`src/sle_consts.svh`:
```
// Purpose: addresses, field positions, reset values for the link error / test config slice
// Assumes: 16-bit register addresses, 8-bit register data
// Notes:   definitions only
`ifndef SLE_CONSTS_SVH
`define SLE_CONSTS_SVH

`define SLE_LANES            8
`define SLE_ADDR_W           16
`define SLE_DATA_W           8

`define SLE_ADDR_DISP_LANES  16'h046D
`define SLE_ADDR_NIT_LANES   16'h046E
`define SLE_ADDR_UCC_LANES   16'h046F
`define SLE_ADDR_FLAGS       16'h047A
`define SLE_ADDR_SYNC_MASK   16'h047B
`define SLE_ADDR_THRESH      16'h047C
`define SLE_ADDR_LANE_ON     16'h047D
`define SLE_ADDR_RAMP        16'h047E
`define SLE_ADDR_DIG_TEST    16'h0520
`define SLE_ADDR_LEVEL_LO    16'h0521
`define SLE_ADDR_LEVEL_HI    16'h0522

`define SLE_RST_THRESH       8'hFF
`define SLE_RST_LANE_ON      8'h0F
`define SLE_RST_SYNC_MASK    8'h00
`define SLE_RST_DIG_TEST     8'h1C
`define SLE_RST_LEVEL        8'h00
`define SLE_RST_RAMP         1'b0

`define SLE_BIT_DISP         7
`define SLE_BIT_NIT          6
`define SLE_BIT_UCC          5
`define SLE_BIT_RAMP_CHECK   0
`define SLE_BIT_CONST_MODE   1

`define SLE_RAMP_LEN         2'h3
`define SLE_COUNT_MAX        8'hFF

`endif

```
`src/sle_pkg.sv`:
```
// Purpose: shared types for the link error / test config slice
// Assumes: eight lanes
// Notes:   constants live in sle_consts.svh
package sle_pkg;

    // per-lane vectors of the three error kinds
    typedef struct packed {
        logic [7:0] disp;
        logic [7:0] nit;
        logic [7:0] ucc;
    } sle_err_vec_t;

    typedef struct packed {
        logic [15:0] ch1;
        logic [15:0] ch0;
    } sle_dac_pair_t;

    typedef enum logic [1:0] {
        SLE_KIND_DISP,
        SLE_KIND_NIT,
        SLE_KIND_UCC
    } sle_err_kind_t;

endpackage

```
`src/sle_err_counter.sv`:
```
// Purpose: one saturating error counter for one lane and one error kind
// Assumes: event_in is a one-cycle pulse on clk_in
// Notes:   reached_out is a compare of the stored count
`timescale 1ns/1ps
`include "sle_consts.svh"

module sle_err_counter
    import sle_pkg::*;
(
    input  wire logic       clk_in,
    input  wire logic       rst_n_in,
    input  wire logic       clear_in,
    input  wire logic       enable_in,
    input  wire logic       event_in,
    input  wire logic [7:0] threshold_in,
    output logic            reached_out
);

    logic [7:0] count_reg;
    logic       bump;

    assign bump = enable_in && event_in && (count_reg != `SLE_COUNT_MAX);

    // saturate so a long burst never wraps below the threshold
    always_ff @(posedge clk_in or negedge rst_n_in) begin
        if (!rst_n_in) begin
            count_reg <= 8'h00;
        end else if (clear_in) begin
            // an error in the clear cycle still counts
            count_reg <= (enable_in && event_in) ? 8'h01 : 8'h00;
        end else if (bump) begin
            count_reg <= count_reg + 8'h01;
        end
    end

    assign reached_out = (count_reg >= threshold_in);

    ////////////////////////////////////////////////////////////////////////////
    a_count_step: assert property (@(posedge clk_in) disable iff (!rst_n_in)
        (!clear_in && bump) |=> (count_reg == $past(count_reg) + 8'h01))
        else $error("error count did not step");

    a_count_hold: assert property (@(posedge clk_in) disable iff (!rst_n_in)
        (!clear_in && !enable_in) |=> $stable(count_reg))
        else $error("disabled lane counted");

endmodule

```
`src/sle_link_cfg.sv`:
```
// Purpose: link error threshold, lane enables, ramp check and constant output level
// Assumes: register port and lane events are on clk_in
// Notes:   read data one cycle after the read strobe
//
// Functional notes
// - Each error kind is counted and compared to an 8-bit threshold resetting to 0xFF.
// - A count reaching the threshold raises the interrupt and/or sync request per the masks.
// - Counting runs independently on each enabled lane, comparison on every lane, both against the one threshold.
// - Lane x is enabled by bit x of the lane enable mask, which resets to 0x0F.
// - With ramp check off, alignment data content is accepted unchecked.
// - With ramp check on, alignment data must start 00-01-02 or the link fails to start.
// - The low byte of the constant level comes from its own register.
// - The high byte comes from a second register and joins the low byte into 16 bits.
// - Sync mask bits 7, 6, 5 gate disparity, invalid symbol, stray control onto sync.
// - A read-only flag per error kind shows the threshold reached on any lane.
`timescale 1ns/1ps
`include "sle_consts.svh"

module sle_link_cfg
    import sle_pkg::*;
(
    input  wire logic                   clk_in,
    input  wire logic                   rst_n_in,
    input  wire logic [`SLE_ADDR_W-1:0] reg_addr_in,
    input  wire logic                   reg_wr_in,
    input  wire logic [`SLE_DATA_W-1:0] reg_wdata_in,
    input  wire logic                   reg_rd_in,
    output logic      [`SLE_DATA_W-1:0] reg_rdata_out,
    output logic                        reg_rvalid_out,
    input  wire sle_err_vec_t           lane_err_in,
    input  wire logic                   err_clear_in,
    input  wire logic [2:0]             irq_mask_in,
    output logic                        irq_out,
    output logic                        link_sync_request_out,
    output logic [7:0]                  link_lane_on_bits_out,
    input  wire logic                   ilas_start_in,
    input  wire logic                   ilas_valid_in,
    input  wire logic [7:0]             ilas_byte_in,
    output logic                        ilas_ramp_fail_out,
    output logic                        link_start_ok_out,
    input  wire sle_dac_pair_t          dac_in,
    output sle_dac_pair_t               dac_out
);

    ////////////////////////////////////////////////////////////////////////////
    // register storage
    logic [7:0]  link_error_threshold_reg;
    logic [7:0]  link_lane_on_mask_reg;
    logic [7:0]  sync_mask_reg;
    logic        alignment_ramp_check_reg;
    logic [7:0]  digital_test_ctrl_reg;
    logic [7:0]  constant_level_low_reg;
    logic [7:0]  constant_level_high_reg;
    logic [15:0] constant_output_level;
    logic        constant_output_mode;

    function automatic logic hit(input logic [`SLE_ADDR_W-1:0] a);
        hit = reg_wr_in && (reg_addr_in == a);
    endfunction

    always_ff @(posedge clk_in or negedge rst_n_in) begin
        if (!rst_n_in) begin
            link_error_threshold_reg <= `SLE_RST_THRESH;
        end else if (hit(`SLE_ADDR_THRESH)) begin
            link_error_threshold_reg <= reg_wdata_in;
        end
    end

    always_ff @(posedge clk_in or negedge rst_n_in) begin
        if (!rst_n_in) begin
            link_lane_on_mask_reg <= `SLE_RST_LANE_ON;
        end else if (hit(`SLE_ADDR_LANE_ON)) begin
            link_lane_on_mask_reg <= reg_wdata_in;
        end
    end

    always_ff @(posedge clk_in or negedge rst_n_in) begin
        if (!rst_n_in) begin
            sync_mask_reg <= `SLE_RST_SYNC_MASK;
        end else if (hit(`SLE_ADDR_SYNC_MASK)) begin
            sync_mask_reg <= {reg_wdata_in[7:5], 5'h00};
        end
    end

    always_ff @(posedge clk_in or negedge rst_n_in) begin
        if (!rst_n_in) begin
            alignment_ramp_check_reg <= `SLE_RST_RAMP;
        end else if (hit(`SLE_ADDR_RAMP)) begin
            alignment_ramp_check_reg <= reg_wdata_in[`SLE_BIT_RAMP_CHECK];
        end
    end

    // upper field stored as written; software keeps it at default
    always_ff @(posedge clk_in or negedge rst_n_in) begin
        if (!rst_n_in) begin
            digital_test_ctrl_reg <= `SLE_RST_DIG_TEST;
        end else if (hit(`SLE_ADDR_DIG_TEST)) begin
            digital_test_ctrl_reg <= reg_wdata_in;
        end
    end

    always_ff @(posedge clk_in or negedge rst_n_in) begin
        if (!rst_n_in) begin
            constant_level_low_reg <= `SLE_RST_LEVEL;
        end else if (hit(`SLE_ADDR_LEVEL_LO)) begin
            constant_level_low_reg <= reg_wdata_in;
        end
    end

    always_ff @(posedge clk_in or negedge rst_n_in) begin
        if (!rst_n_in) begin
            constant_level_high_reg <= `SLE_RST_LEVEL;
        end else if (hit(`SLE_ADDR_LEVEL_HI)) begin
            constant_level_high_reg <= reg_wdata_in;
        end
    end

    assign constant_output_level = {constant_level_high_reg, constant_level_low_reg};
    assign constant_output_mode  = digital_test_ctrl_reg[`SLE_BIT_CONST_MODE];
    assign link_lane_on_bits_out = link_lane_on_mask_reg;

    ////////////////////////////////////////////////////////////////////////////
    // per-lane error counters
    logic [7:0] disp_lanes;
    logic [7:0] nit_lanes;
    logic [7:0] ucc_lanes;
    logic [2:0] kind_flags;

    genvar g;
    generate
        for (g = 0; g < `SLE_LANES; g = g + 1) begin : g_lane
            sle_err_counter u_disp (
                .clk_in       (clk_in),
                .rst_n_in     (rst_n_in),
                .clear_in     (err_clear_in),
                .enable_in    (link_lane_on_mask_reg[g]),
                .event_in     (lane_err_in.disp[g]),
                .threshold_in (link_error_threshold_reg),
                .reached_out  (disp_lanes[g])
            );
            sle_err_counter u_nit (
                .clk_in       (clk_in),
                .rst_n_in     (rst_n_in),
                .clear_in     (err_clear_in),
                .enable_in    (link_lane_on_mask_reg[g]),
                .event_in     (lane_err_in.nit[g]),
                .threshold_in (link_error_threshold_reg),
                .reached_out  (nit_lanes[g])
            );
            sle_err_counter u_ucc (
                .clk_in       (clk_in),
                .rst_n_in     (rst_n_in),
                .clear_in     (err_clear_in),
                .enable_in    (link_lane_on_mask_reg[g]),
                .event_in     (lane_err_in.ucc[g]),
                .threshold_in (link_error_threshold_reg),
                .reached_out  (ucc_lanes[g])
            );
        end
    endgenerate

    // flag order matches bits 7..5 of the flag register
    assign kind_flags = {|disp_lanes, |nit_lanes, |ucc_lanes};

    always_ff @(posedge clk_in or negedge rst_n_in) begin
        if (!rst_n_in) begin
            irq_out <= 1'b0;
        end else begin
            irq_out <= |(kind_flags & irq_mask_in);
        end
    end

    always_ff @(posedge clk_in or negedge rst_n_in) begin
        if (!rst_n_in) begin
            link_sync_request_out <= 1'b0;
        end else begin
            link_sync_request_out <= |(kind_flags & sync_mask_reg[7:5]);
        end
    end

    ////////////////////////////////////////////////////////////////////////////
    // alignment ramp check, one byte stream
    logic [1:0] ramp_idx_reg;
    logic       ramp_fail_reg;
    logic       ramp_pass_reg;
    logic       ramp_match;
    logic       ramp_take;

    assign ramp_take  = ilas_valid_in && !ilas_start_in && (ramp_idx_reg != `SLE_RAMP_LEN);
    assign ramp_match = (ilas_byte_in == {6'h00, ramp_idx_reg});

    always_ff @(posedge clk_in or negedge rst_n_in) begin
        if (!rst_n_in) begin
            ramp_idx_reg <= 2'h0;
        end else if (ilas_start_in) begin
            ramp_idx_reg <= 2'h0;
        end else if (ramp_take) begin
            ramp_idx_reg <= ramp_idx_reg + 2'h1;
        end
    end

    always_ff @(posedge clk_in or negedge rst_n_in) begin
        if (!rst_n_in) begin
            ramp_fail_reg <= 1'b0;
        end else if (ilas_start_in) begin
            ramp_fail_reg <= 1'b0;
        end else if (ramp_take && !ramp_match) begin
            ramp_fail_reg <= 1'b1;
        end
    end

    always_ff @(posedge clk_in or negedge rst_n_in) begin
        if (!rst_n_in) begin
            ramp_pass_reg <= 1'b0;
        end else if (ilas_start_in) begin
            ramp_pass_reg <= 1'b0;
        end else if (ramp_take && ramp_match && !ramp_fail_reg && (ramp_idx_reg == 2'h2)) begin
            ramp_pass_reg <= 1'b1;
        end
    end

    // check off: content ignored, startup never held back
    assign ilas_ramp_fail_out = alignment_ramp_check_reg && ramp_fail_reg;
    assign link_start_ok_out  = !alignment_ramp_check_reg || ramp_pass_reg;

    ////////////////////////////////////////////////////////////////////////////
    // DAC stream mux
    always_ff @(posedge clk_in or negedge rst_n_in) begin
        if (!rst_n_in) begin
            dac_out <= '0;
        end else if (constant_output_mode) begin
            dac_out <= {constant_output_level, constant_output_level};
        end else begin
            dac_out <= dac_in;
        end
    end

    ////////////////////////////////////////////////////////////////////////////
    // read back
    logic [7:0] rd_mux;

    always_comb begin
        rd_mux = 8'h00;
        case (reg_addr_in)
            `SLE_ADDR_DISP_LANES: rd_mux = disp_lanes;
            `SLE_ADDR_NIT_LANES:  rd_mux = nit_lanes;
            `SLE_ADDR_UCC_LANES:  rd_mux = ucc_lanes;
            `SLE_ADDR_FLAGS:      rd_mux = {kind_flags, 5'h00};
            `SLE_ADDR_SYNC_MASK:  rd_mux = sync_mask_reg;
            `SLE_ADDR_THRESH:     rd_mux = link_error_threshold_reg;
            `SLE_ADDR_LANE_ON:    rd_mux = link_lane_on_mask_reg;
            `SLE_ADDR_RAMP:       rd_mux = 8'h00;
            `SLE_ADDR_DIG_TEST:   rd_mux = digital_test_ctrl_reg;
            `SLE_ADDR_LEVEL_LO:   rd_mux = constant_level_low_reg;
            `SLE_ADDR_LEVEL_HI:   rd_mux = constant_level_high_reg;
            default:              rd_mux = 8'h00;
        endcase
    end

    always_ff @(posedge clk_in or negedge rst_n_in) begin
        if (!rst_n_in) begin
            reg_rdata_out <= 8'h00;
        end else if (reg_rd_in) begin
            reg_rdata_out <= rd_mux;
        end
    end

    always_ff @(posedge clk_in or negedge rst_n_in) begin
        if (!rst_n_in) begin
            reg_rvalid_out <= 1'b0;
        end else begin
            reg_rvalid_out <= reg_rd_in;
        end
    end

    ////////////////////////////////////////////////////////////////////////////
    a_thresh_write: assert property (@(posedge clk_in) disable iff (!rst_n_in)
        (reg_wr_in && reg_addr_in == `SLE_ADDR_THRESH) |=>
        (link_error_threshold_reg == $past(reg_wdata_in)))
        else $error("threshold write lost");

    // built from the lane vectors and bit positions, not from the flag word
    a_sync_follows_mask: assert property (@(posedge clk_in) disable iff (!rst_n_in)
        ##1 (link_sync_request_out == ($past(disp_lanes != 8'h00 && sync_mask_reg[`SLE_BIT_DISP]) ||
                                       $past(nit_lanes != 8'h00 && sync_mask_reg[`SLE_BIT_NIT]) ||
                                       $past(ucc_lanes != 8'h00 && sync_mask_reg[`SLE_BIT_UCC]))))
        else $error("sync request not per mask");

    a_irq_follows_mask: assert property (@(posedge clk_in) disable iff (!rst_n_in)
        (|(kind_flags & irq_mask_in)) |=> irq_out)
        else $error("interrupt missed");

    a_flag_any_lane: assert property (@(posedge clk_in) disable iff (!rst_n_in)
        (reg_rd_in && reg_addr_in == `SLE_ADDR_FLAGS) |=>
        (reg_rdata_out == {$past(disp_lanes) != 8'h00, $past(nit_lanes) != 8'h00,
                           $past(ucc_lanes) != 8'h00, 5'h00}))
        else $error("error flag read back wrong");

    a_const_output: assert property (@(posedge clk_in) disable iff (!rst_n_in)
        constant_output_mode |=> (dac_out.ch0 == $past(constant_output_level) &&
                                  dac_out.ch1 == $past(constant_output_level)))
        else $error("constant level not on both channels");

    a_ramp_bad_byte: assert property (@(posedge clk_in) disable iff (!rst_n_in)
        (alignment_ramp_check_reg && ramp_take && !ramp_match &&
         !ilas_start_in ##1 !ilas_start_in && !reg_wr_in) |-> ilas_ramp_fail_out && !link_start_ok_out)
        else $error("bad ramp accepted");

    a_ramp_off_ok: assert property (@(posedge clk_in) disable iff (!rst_n_in)
        !alignment_ramp_check_reg |-> (link_start_ok_out && !ilas_ramp_fail_out))
        else $error("ramp check off but startup held");

    a_ramp_read_zero: assert property (@(posedge clk_in) disable iff (!rst_n_in)
        (reg_rd_in && reg_addr_in == `SLE_ADDR_RAMP) |=> (reg_rdata_out == 8'h00 && reg_rvalid_out))
        else $error("ramp register read not zero");

endmodule

```
`config.mk`:
```
export PLATFORM = sky130hd
export DESIGN_NAME = sle_link_cfg
export DESIGN_NICKNAME = d
export VERILOG_FILES = /design/src/sle_pkg.sv /design/src/sle_err_counter.sv /design/src/sle_link_cfg.sv
export VERILOG_INCLUDE_DIRS = /design/src
export SDC_FILE = /design/constraint.sdc
export NUM_CORES = 1
export LEC_CHECK = 0
export ABC_AREA = 1
export BUFFER_PORTS_ARGS = -buffer_cell sky130_fd_sc_hd__clkbuf_2
export CAP_MARGIN = 0
export CORE_MARGIN = 3
export CORE_UTILIZATION = 41
export CTS_CLUSTER_DIAMETER = 30
export DETAILED_ROUTE_END_ITERATION = 8
export PLACE_DENSITY = 0.6
export SLEW_MARGIN = 10
export SYNTH_ARGS = -nofsm -noshare
export SYNTH_HDL_FRONTEND = slang
export SYNTH_SLANG_ARGS = --single-unit
```
`constraint.sdc`:
```
create_clock -name clk_in -period 2.2 [get_ports clk_in]
set_clock_uncertainty 0.15 [all_clocks]
set_input_delay 0.22 -clock clk_in [delete_from_list [all_inputs] [get_ports clk_in]]
set_output_delay 0.22 -clock clk_in [all_outputs]
set_load 0.1 [all_outputs]
```
==> flow_metrics.env, run 1 <==
export IMPL_hold_ws_ns=-0.191
export IMPL_clk_path_buf_depth=3
export IMPL_yosysMostFrequentCell="nand2_1"
export IMPL_die_area_um2=48100
export IMPL_vias=17600
export IMPL_fmax_ghz=0.418
export IMPL_cp_slowest_cell="dfstp_2"
export IMPL_hp_class="in2reg"
export IMPL_cts_tree="yes"
export IMPL_ir_worst_vdd_v=0.000591
export IMPL_clk_pin_slew_ns=0.04
export IMPL_period_share=1.09
export IMPL_wl_per_cell_um=16.2
export IMPL_synth_edf_count=0
export IMPL_synthSimpleGateAreaFrac=0.245
export IMPL_cp_start_kind="flip-flop"
export IMPL_grt_antenna_before_repair=0
export IMPL_min_period_ns=2.39
export IMPL_gp_congestion=0.897
export IMPL_synth_top_family_by_area="simple AND/OR/NAND/NOR gates"
export IMPL_layout_nets=3105
export IMPL_drcViolationCount=0
export IMPL_viasPerCell=5.12
export IMPL_critPathKind="reg2reg"
export IMPL_synth_mux_area_frac=0
export IMPL_cts_hold_fix_buffers=73
export IMPL_status="complete, but fails checks"
export IMPL_hold_violations=8
export IMPL_synth_largest_area_cell="dfrtp_1"
export IMPL_yosys_register_bits=283
export IMPL_crit_family="flip-flops"
export IMPL_syn_mean_instance_area_um2=7.65
export IMPL_worstPathMaxFanout=8
export IMPL_relSlewSlack=0.592
export IMPL_failed_checks="hold timing, setup timing"
export IMPL_chipWidth_um=219
export IMPL_grt_max_degree=92
export IMPL_ys_seq_area_frac=0.381
export IMPL_async_reset_ff_frac=1.00
export IMPL_syn_instance_count=2437
export IMPL_syn2layout_area_growth_pct=37.4
export IMPL_drv_slew=0
export IMPL_clk_latency_ns=0.59
export IMPL_cts_buffers=80
export IMPL_synthesis_nets=2753
export IMPL_instances_no_fill=3447
export IMPL_crit_required_ns=2.51
export IMPL_drt_iter0_drc=1293
export IMPL_ff_latch_area_um2=7100
export IMPL_num_io_pins=151
export IMPL_cp_arrival_ns=2.70
export IMPL_rsz0062_at_grt="yes"
export IMPL_coreArea_um2=44600
export IMPL_tightest_slew_ns=0.611
export IMPL_dp_hpwl_mm=37.7
export IMPL_yosysWarnings=0
export IMPL_power_density_nw_per_um2=741
export IMPL_cts_root_buf="clkbuf_16"
export IMPL_tns_ns=-1.20
export IMPL_cts_sinks=283
export IMPL_synth_xor_area_share=0.00235
export IMPL_n_fill_cell=3868
export IMPL_grt_pass1_wl_mm=89.9
export IMPL_io_buffers=150
export IMPL_syn_area_um2=18600
export IMPL_h_tree_depth=3
export IMPL_cpMostUsedCell="nand2_1"
export IMPL_ys_top_cells_by_count="nand2_1 (651), inv_1 (333), dfrtp_1 (268)"
export IMPL_drtAntennaViolNets=0
export IMPL_power_leakage_uw=0.0126
export IMPL_worst_setup_path_end_kind="flip-flop"
export IMPL_start_util=0.418
export IMPL_drive_above_1_share=0.200
export IMPL_multi_input_area_um2=10900
export IMPL_ys_flop_type="dfrtp_1"
export IMPL_crit_chain="inv_4 -> buf_8 -> ha_1 -> a21oi_1 -> o21ai_2 -> a21oi_2 -> buf_4 -> nand2_1 -> nor2_1 -> nand2_1 -> nand2_1 -> nand2_1 -> nand2_1 -> nand2_1"
export IMPL_ys_types=56
export IMPL_n_antenna_cell=0
export IMPL_grtUsageTotal=0.234
export IMPL_dp_cells=3212
export IMPL_gr_total_overflow=0
export IMPL_die_h_um=219
export IMPL_synthAdderAreaFrac=0.146
export IMPL_place_ws_ns=-0.249
export IMPL_slowest_delay_ns=0.55
export IMPL_synth_compound_gate_area_share=0.141
export IMPL_yosysTopAreaCellShare=0.360
export IMPL_critPathBufInv=3
export IMPL_cap_violations=0
export IMPL_setup_viol=10
export IMPL_synth_area_leaders="dfrtp_1 (36%), ha_1 (15%), nand2_1 (13%)"
export IMPL_placementRows=77
export IMPL_worst_slack_ns=-0.194
export IMPL_dr_pass1_iters=8
export IMPL_ff2ff_setup_slack_ns=-0.19
export IMPL_grt_pass1_vias=17400
export IMPL_totalWireLength_mm=55.8
what timing repair did:
| action | CTS | global route |
|---|---|---|
| hold endpoints to repair | 410 | 8 |
| setup buffers | 2 | 7 |
| setup endpoints to repair | 14 | 18 |
| gates cloned | 5 | 0 |
| pin swaps | 25 | 14 |
| resized for setup | 112 | 42 |
layer usage:
layer | global-route usage | routed length, µm | up-vias
li1 | - | - | 8831
met1 | 0.301 | 25200 | 8271
met2 | 0.397 | 26200 | 431
met3 | 0.0389 | 2750 | 110
met4 | 0.0795 | 1540 | 0
met5 | 0 | 0 | -
per-stage QoR:
stage | hold WS [ns] | cell area, µm² | util | total power, µW
global placement | 0.0468 | 20700 | 0.464 | 6150
detailed placement | 0.0533 | 20700 | 0.464 | 6170
CTS | -0.233 | 25300 | 0.568 | 19200
floorplan | -0.226 | 18600 | - | 5810
global route | -0.211 | 25600 | 0.574 | 19500
finish | -0.191 | 25600 | 0.574 | 19000
cell families (layout without fill, tap and decap cells):
kind of cell,after synthesis,count (layout)
compound gates,467,467
xor+xnor,5,5
fa+ha+maj,218,218
buf+inv,393,811
flops,283,283
simple gates,1071,1071
worst paths after layout:
| check | start | depth (start not counted) | to |
|---|---|---|---|
| setup reg to reg | link_error_threshold_reg[7] | 14 | reg_rdata_out[6] |
| min in group asynchronous | rst_n_in | 2 | dac_out[24] |
| setup / recovery | link_error_threshold_reg[7] | 14 | reg_rdata_out[6] |
| max in group asynchronous | rst_n_in | 3 | link_error_threshold_reg[1] |
| hold / removal | reg_rd_in | 1 | reg_rvalid_out |
| hold reg to reg | link_error_threshold_reg[6] | 2 | link_error_threshold_reg[6] |
placed cells by master (no fill, tap or decap), types with 7 or more instances in the layout:
cell / instances
dfrtp_1: 268
ha_1: 162
nor3_1: 47
o22ai_1: 12
nand2_1: 646
a211oi_1: 20
o21ai_2: 11
buf_12: 17
a31o_2: 10
dlygate4sd3_1: 73
ha_4: 56
o21ai_0: 110
nand3b_1: 9
a21oi_1: 176
buf_4: 65
inv_2: 7
a221oi_1: 12
o211ai_1: 7
nand4_1: 25
inv_1: 328
nand3_1: 95
clkbuf_8: 20
nor2_1: 189
nor2_2: 12
a21oi_2: 22
bufinv_16: 16
nand2_2: 10
a31oi_1: 17
o21ai_1: 47
dfstp_2: 15
clkbuf_1: 8
clkbuf_2: 144
clkbuf_16: 85
nor2_4: 8
clkinv_2: 17
area by class of cell:
class,instances,share of cell area
clock buffer,110,0.0933
clock inverter,38,0.0240
inverter,345,0.0512
multi-input combinational,1761,0.424
sequential,283,0.277
tap,592,0.0289
timing repair buffer,318,0.101
where the power goes:
part           internal, µW  total (µW)  switching [µW]
clock                  9370       12800            3420
sequential             5270        5300            24.6
combinational           259         896             637
Note: power is estimated with default switching activity, not from simulation.
==> run 2, diff against run 1 <==
--- a/config.mk
+++ b/config.mk
@@ -11,6 +11,7 @@
 export CAP_MARGIN = 0
 export CORE_MARGIN = 3
 export CORE_UTILIZATION = 41
+export CTS_BUF_LIST = sky130_fd_sc_hd__clkbuf_8 sky130_fd_sc_hd__clkbuf_16
 export CTS_CLUSTER_DIAMETER = 30
 export DETAILED_ROUTE_END_ITERATION = 8
 export PLACE_DENSITY = 0.6
==> flow_metrics.env, run 2 (synthesized netlist as in run 1, its figures left out) <==
export IMPL_status="complete, but fails checks"
export IMPL_failed_checks="hold timing, setup timing"
export IMPL_ff2ff_setup_slack_ns=-0.20
export IMPL_clk_path_buf_depth=3
export IMPL_gp_congestion=0.897
export IMPL_gr_total_overflow=0
export IMPL_hold_ws_ns=-0.193
export IMPL_h_tree_depth=3
export IMPL_layout_commonest_cell="nand2_1"
export IMPL_power_density_nw_per_um2=740
export IMPL_die_h_um=219
export IMPL_grt_max_degree=92
export IMPL_grtUsageTotal=0.234
export IMPL_start_util=0.418
export IMPL_rsz0062_at_grt="yes"
export IMPL_hp_class="in2reg"
export IMPL_power_leakage_uw=0.0127
export IMPL_drt_iter0_drc=1254
export IMPL_vias=17600
export IMPL_cts_buffers=80
export IMPL_dp_hpwl_mm=37.7
export IMPL_cts_hold_fix_buffers=73
export IMPL_cap_violations=0
export IMPL_ir_worst_vdd_v=0.000591
export IMPL_crit_required_ns=2.51
export IMPL_period_share=1.09
export IMPL_die_area_um2=48100
export IMPL_fmax_ghz=0.416
export IMPL_hold_violations=8
export IMPL_drcViolationCount=0
export IMPL_design_area_um2=25600
export IMPL_chipWidth_um=219
export IMPL_cts_tree="yes"
export IMPL_wl_per_cell_um=16.2
export IMPL_coreArea_um2=44600
export IMPL_setup_viol=10
export IMPL_worstPathMaxFanout=8
export IMPL_n_antenna_cell=0
export IMPL_placementRows=77
export IMPL_viasPerCell=5.12
export IMPL_clk_pin_slew_ns=0.04
export IMPL_dr_pass1_iters=5
export IMPL_tightest_slew_ns=0.605
export IMPL_drv_slew=0
export IMPL_placed_area_um2=20700
export IMPL_instances_no_fill=3447
export IMPL_dp_cells=3212
export IMPL_cp_start_kind="flip-flop"
export IMPL_cts_sinks=283
export IMPL_tns_ns=-1.19
export IMPL_layout_nets=3105
export IMPL_grt_antenna_before_repair=0
export IMPL_num_io_pins=151
export IMPL_clk_latency_ns=0.59
export IMPL_io_buffers=150
export IMPL_worst_setup_path_end_kind="flip-flop"
export IMPL_cts_root_buf="clkbuf_16"
export IMPL_grt_pass1_wl_mm=89.9
export IMPL_drive_above_1_share=0.200
export IMPL_critPathKind="reg2reg"
export IMPL_min_period_ns=2.40
export IMPL_relSlewSlack=0.597
export IMPL_power_uw=18900
export IMPL_grt_pass1_vias=17400
export IMPL_cp_arrival_ns=2.71
export IMPL_totalWireLength_mm=55.8
export IMPL_drtAntennaViolNets=0
export IMPL_worst_slack_ns=-0.203
export IMPL_syn2layout_area_growth_pct=37.4
export IMPL_mostFrequentLayoutCells="nand2_1 (646), inv_1 (336), dfrtp_1 (268)"
[run 2: cell types whose count changed in the layout (fill, tap and decap cells not counted)]
cell / previous run / this run
clkbuf_1: 8 / 0
inv_1: 328 / 336
[run 2: report_power, final]
part	total, µW	internal [µW]	switching (µW)
clock network	12800	9330	3420
logic	895	259	637
registers	5300	5270	24.5
[run 2: path summary, 6_finish.rpt]
kind,from,endpoint,cells after the start
max,link_error_threshold_reg[7],reg_rdata_out[6],14
max reg2reg,link_error_threshold_reg[7],reg_rdata_out[6],14
min in group asynchronous,rst_n_in,dac_out[24],2
min reg2reg,link_error_threshold_reg[6],link_error_threshold_reg[6],2
max in group asynchronous,rst_n_in,link_error_threshold_reg[5],3
min,reg_rd_in,reg_rvalid_out,1
[run 2: timing repair]
action | 4_1_cts | 5_1_grt
endpoints found under the setup margin | 14 | 18
setup buffers | 2 | 7
resized for setup | 112 | 42
hold endpoints to repair | 410 | 8
pin swaps | 25 | 14
cloned | 5 | 0
[run 2: worst max-delay path, cell delays in order (launching register included)]
cell	delay [ns]
dfstp_2	0.55
inv_4	0.07
buf_8	0.16
ha_1	0.31
a21oi_1	0.17
o21ai_2	0.09
a21oi_2	0.11
buf_4	0.15
nand2_1	0.05
nor2_1	0.10
nand2_1	0.12
nand2_1	0.08
nand2_1	0.06
nand2_1	0.06
nand2_1	0.05
[run 2: area by class of cell]
cell class,instances,area (µm²)
sequential,283,7100
inverter,345,1310
clock inverter,46,646
timing repair buffer,318,2590
fill,3868,19000
clock buffer,102,2360
multi-input combinational,1761,10900
tap,592,741
[run 2: per-stage QoR]
stage / setup WS [ns] / util
final: -0.203 / 0.574
after global routing: -0.344 / 0.574
after CTS: -0.145 / 0.568
after detailed placement: -0.249 / 0.464
after global placement: -0.239 / 0.464
after floorplan: -0.0472 / -
[run 2: per-layer routing]
layer  vias up  global-route usage  share of wire  wire [µm]
met5         -                   0              0          0
met4         0              0.0795          0.027       1530
met3       106              0.0389          0.050       2800
met2       445               0.397           0.47      26300
met1      8255               0.301           0.45      25200
li1       8830                   -              -          -
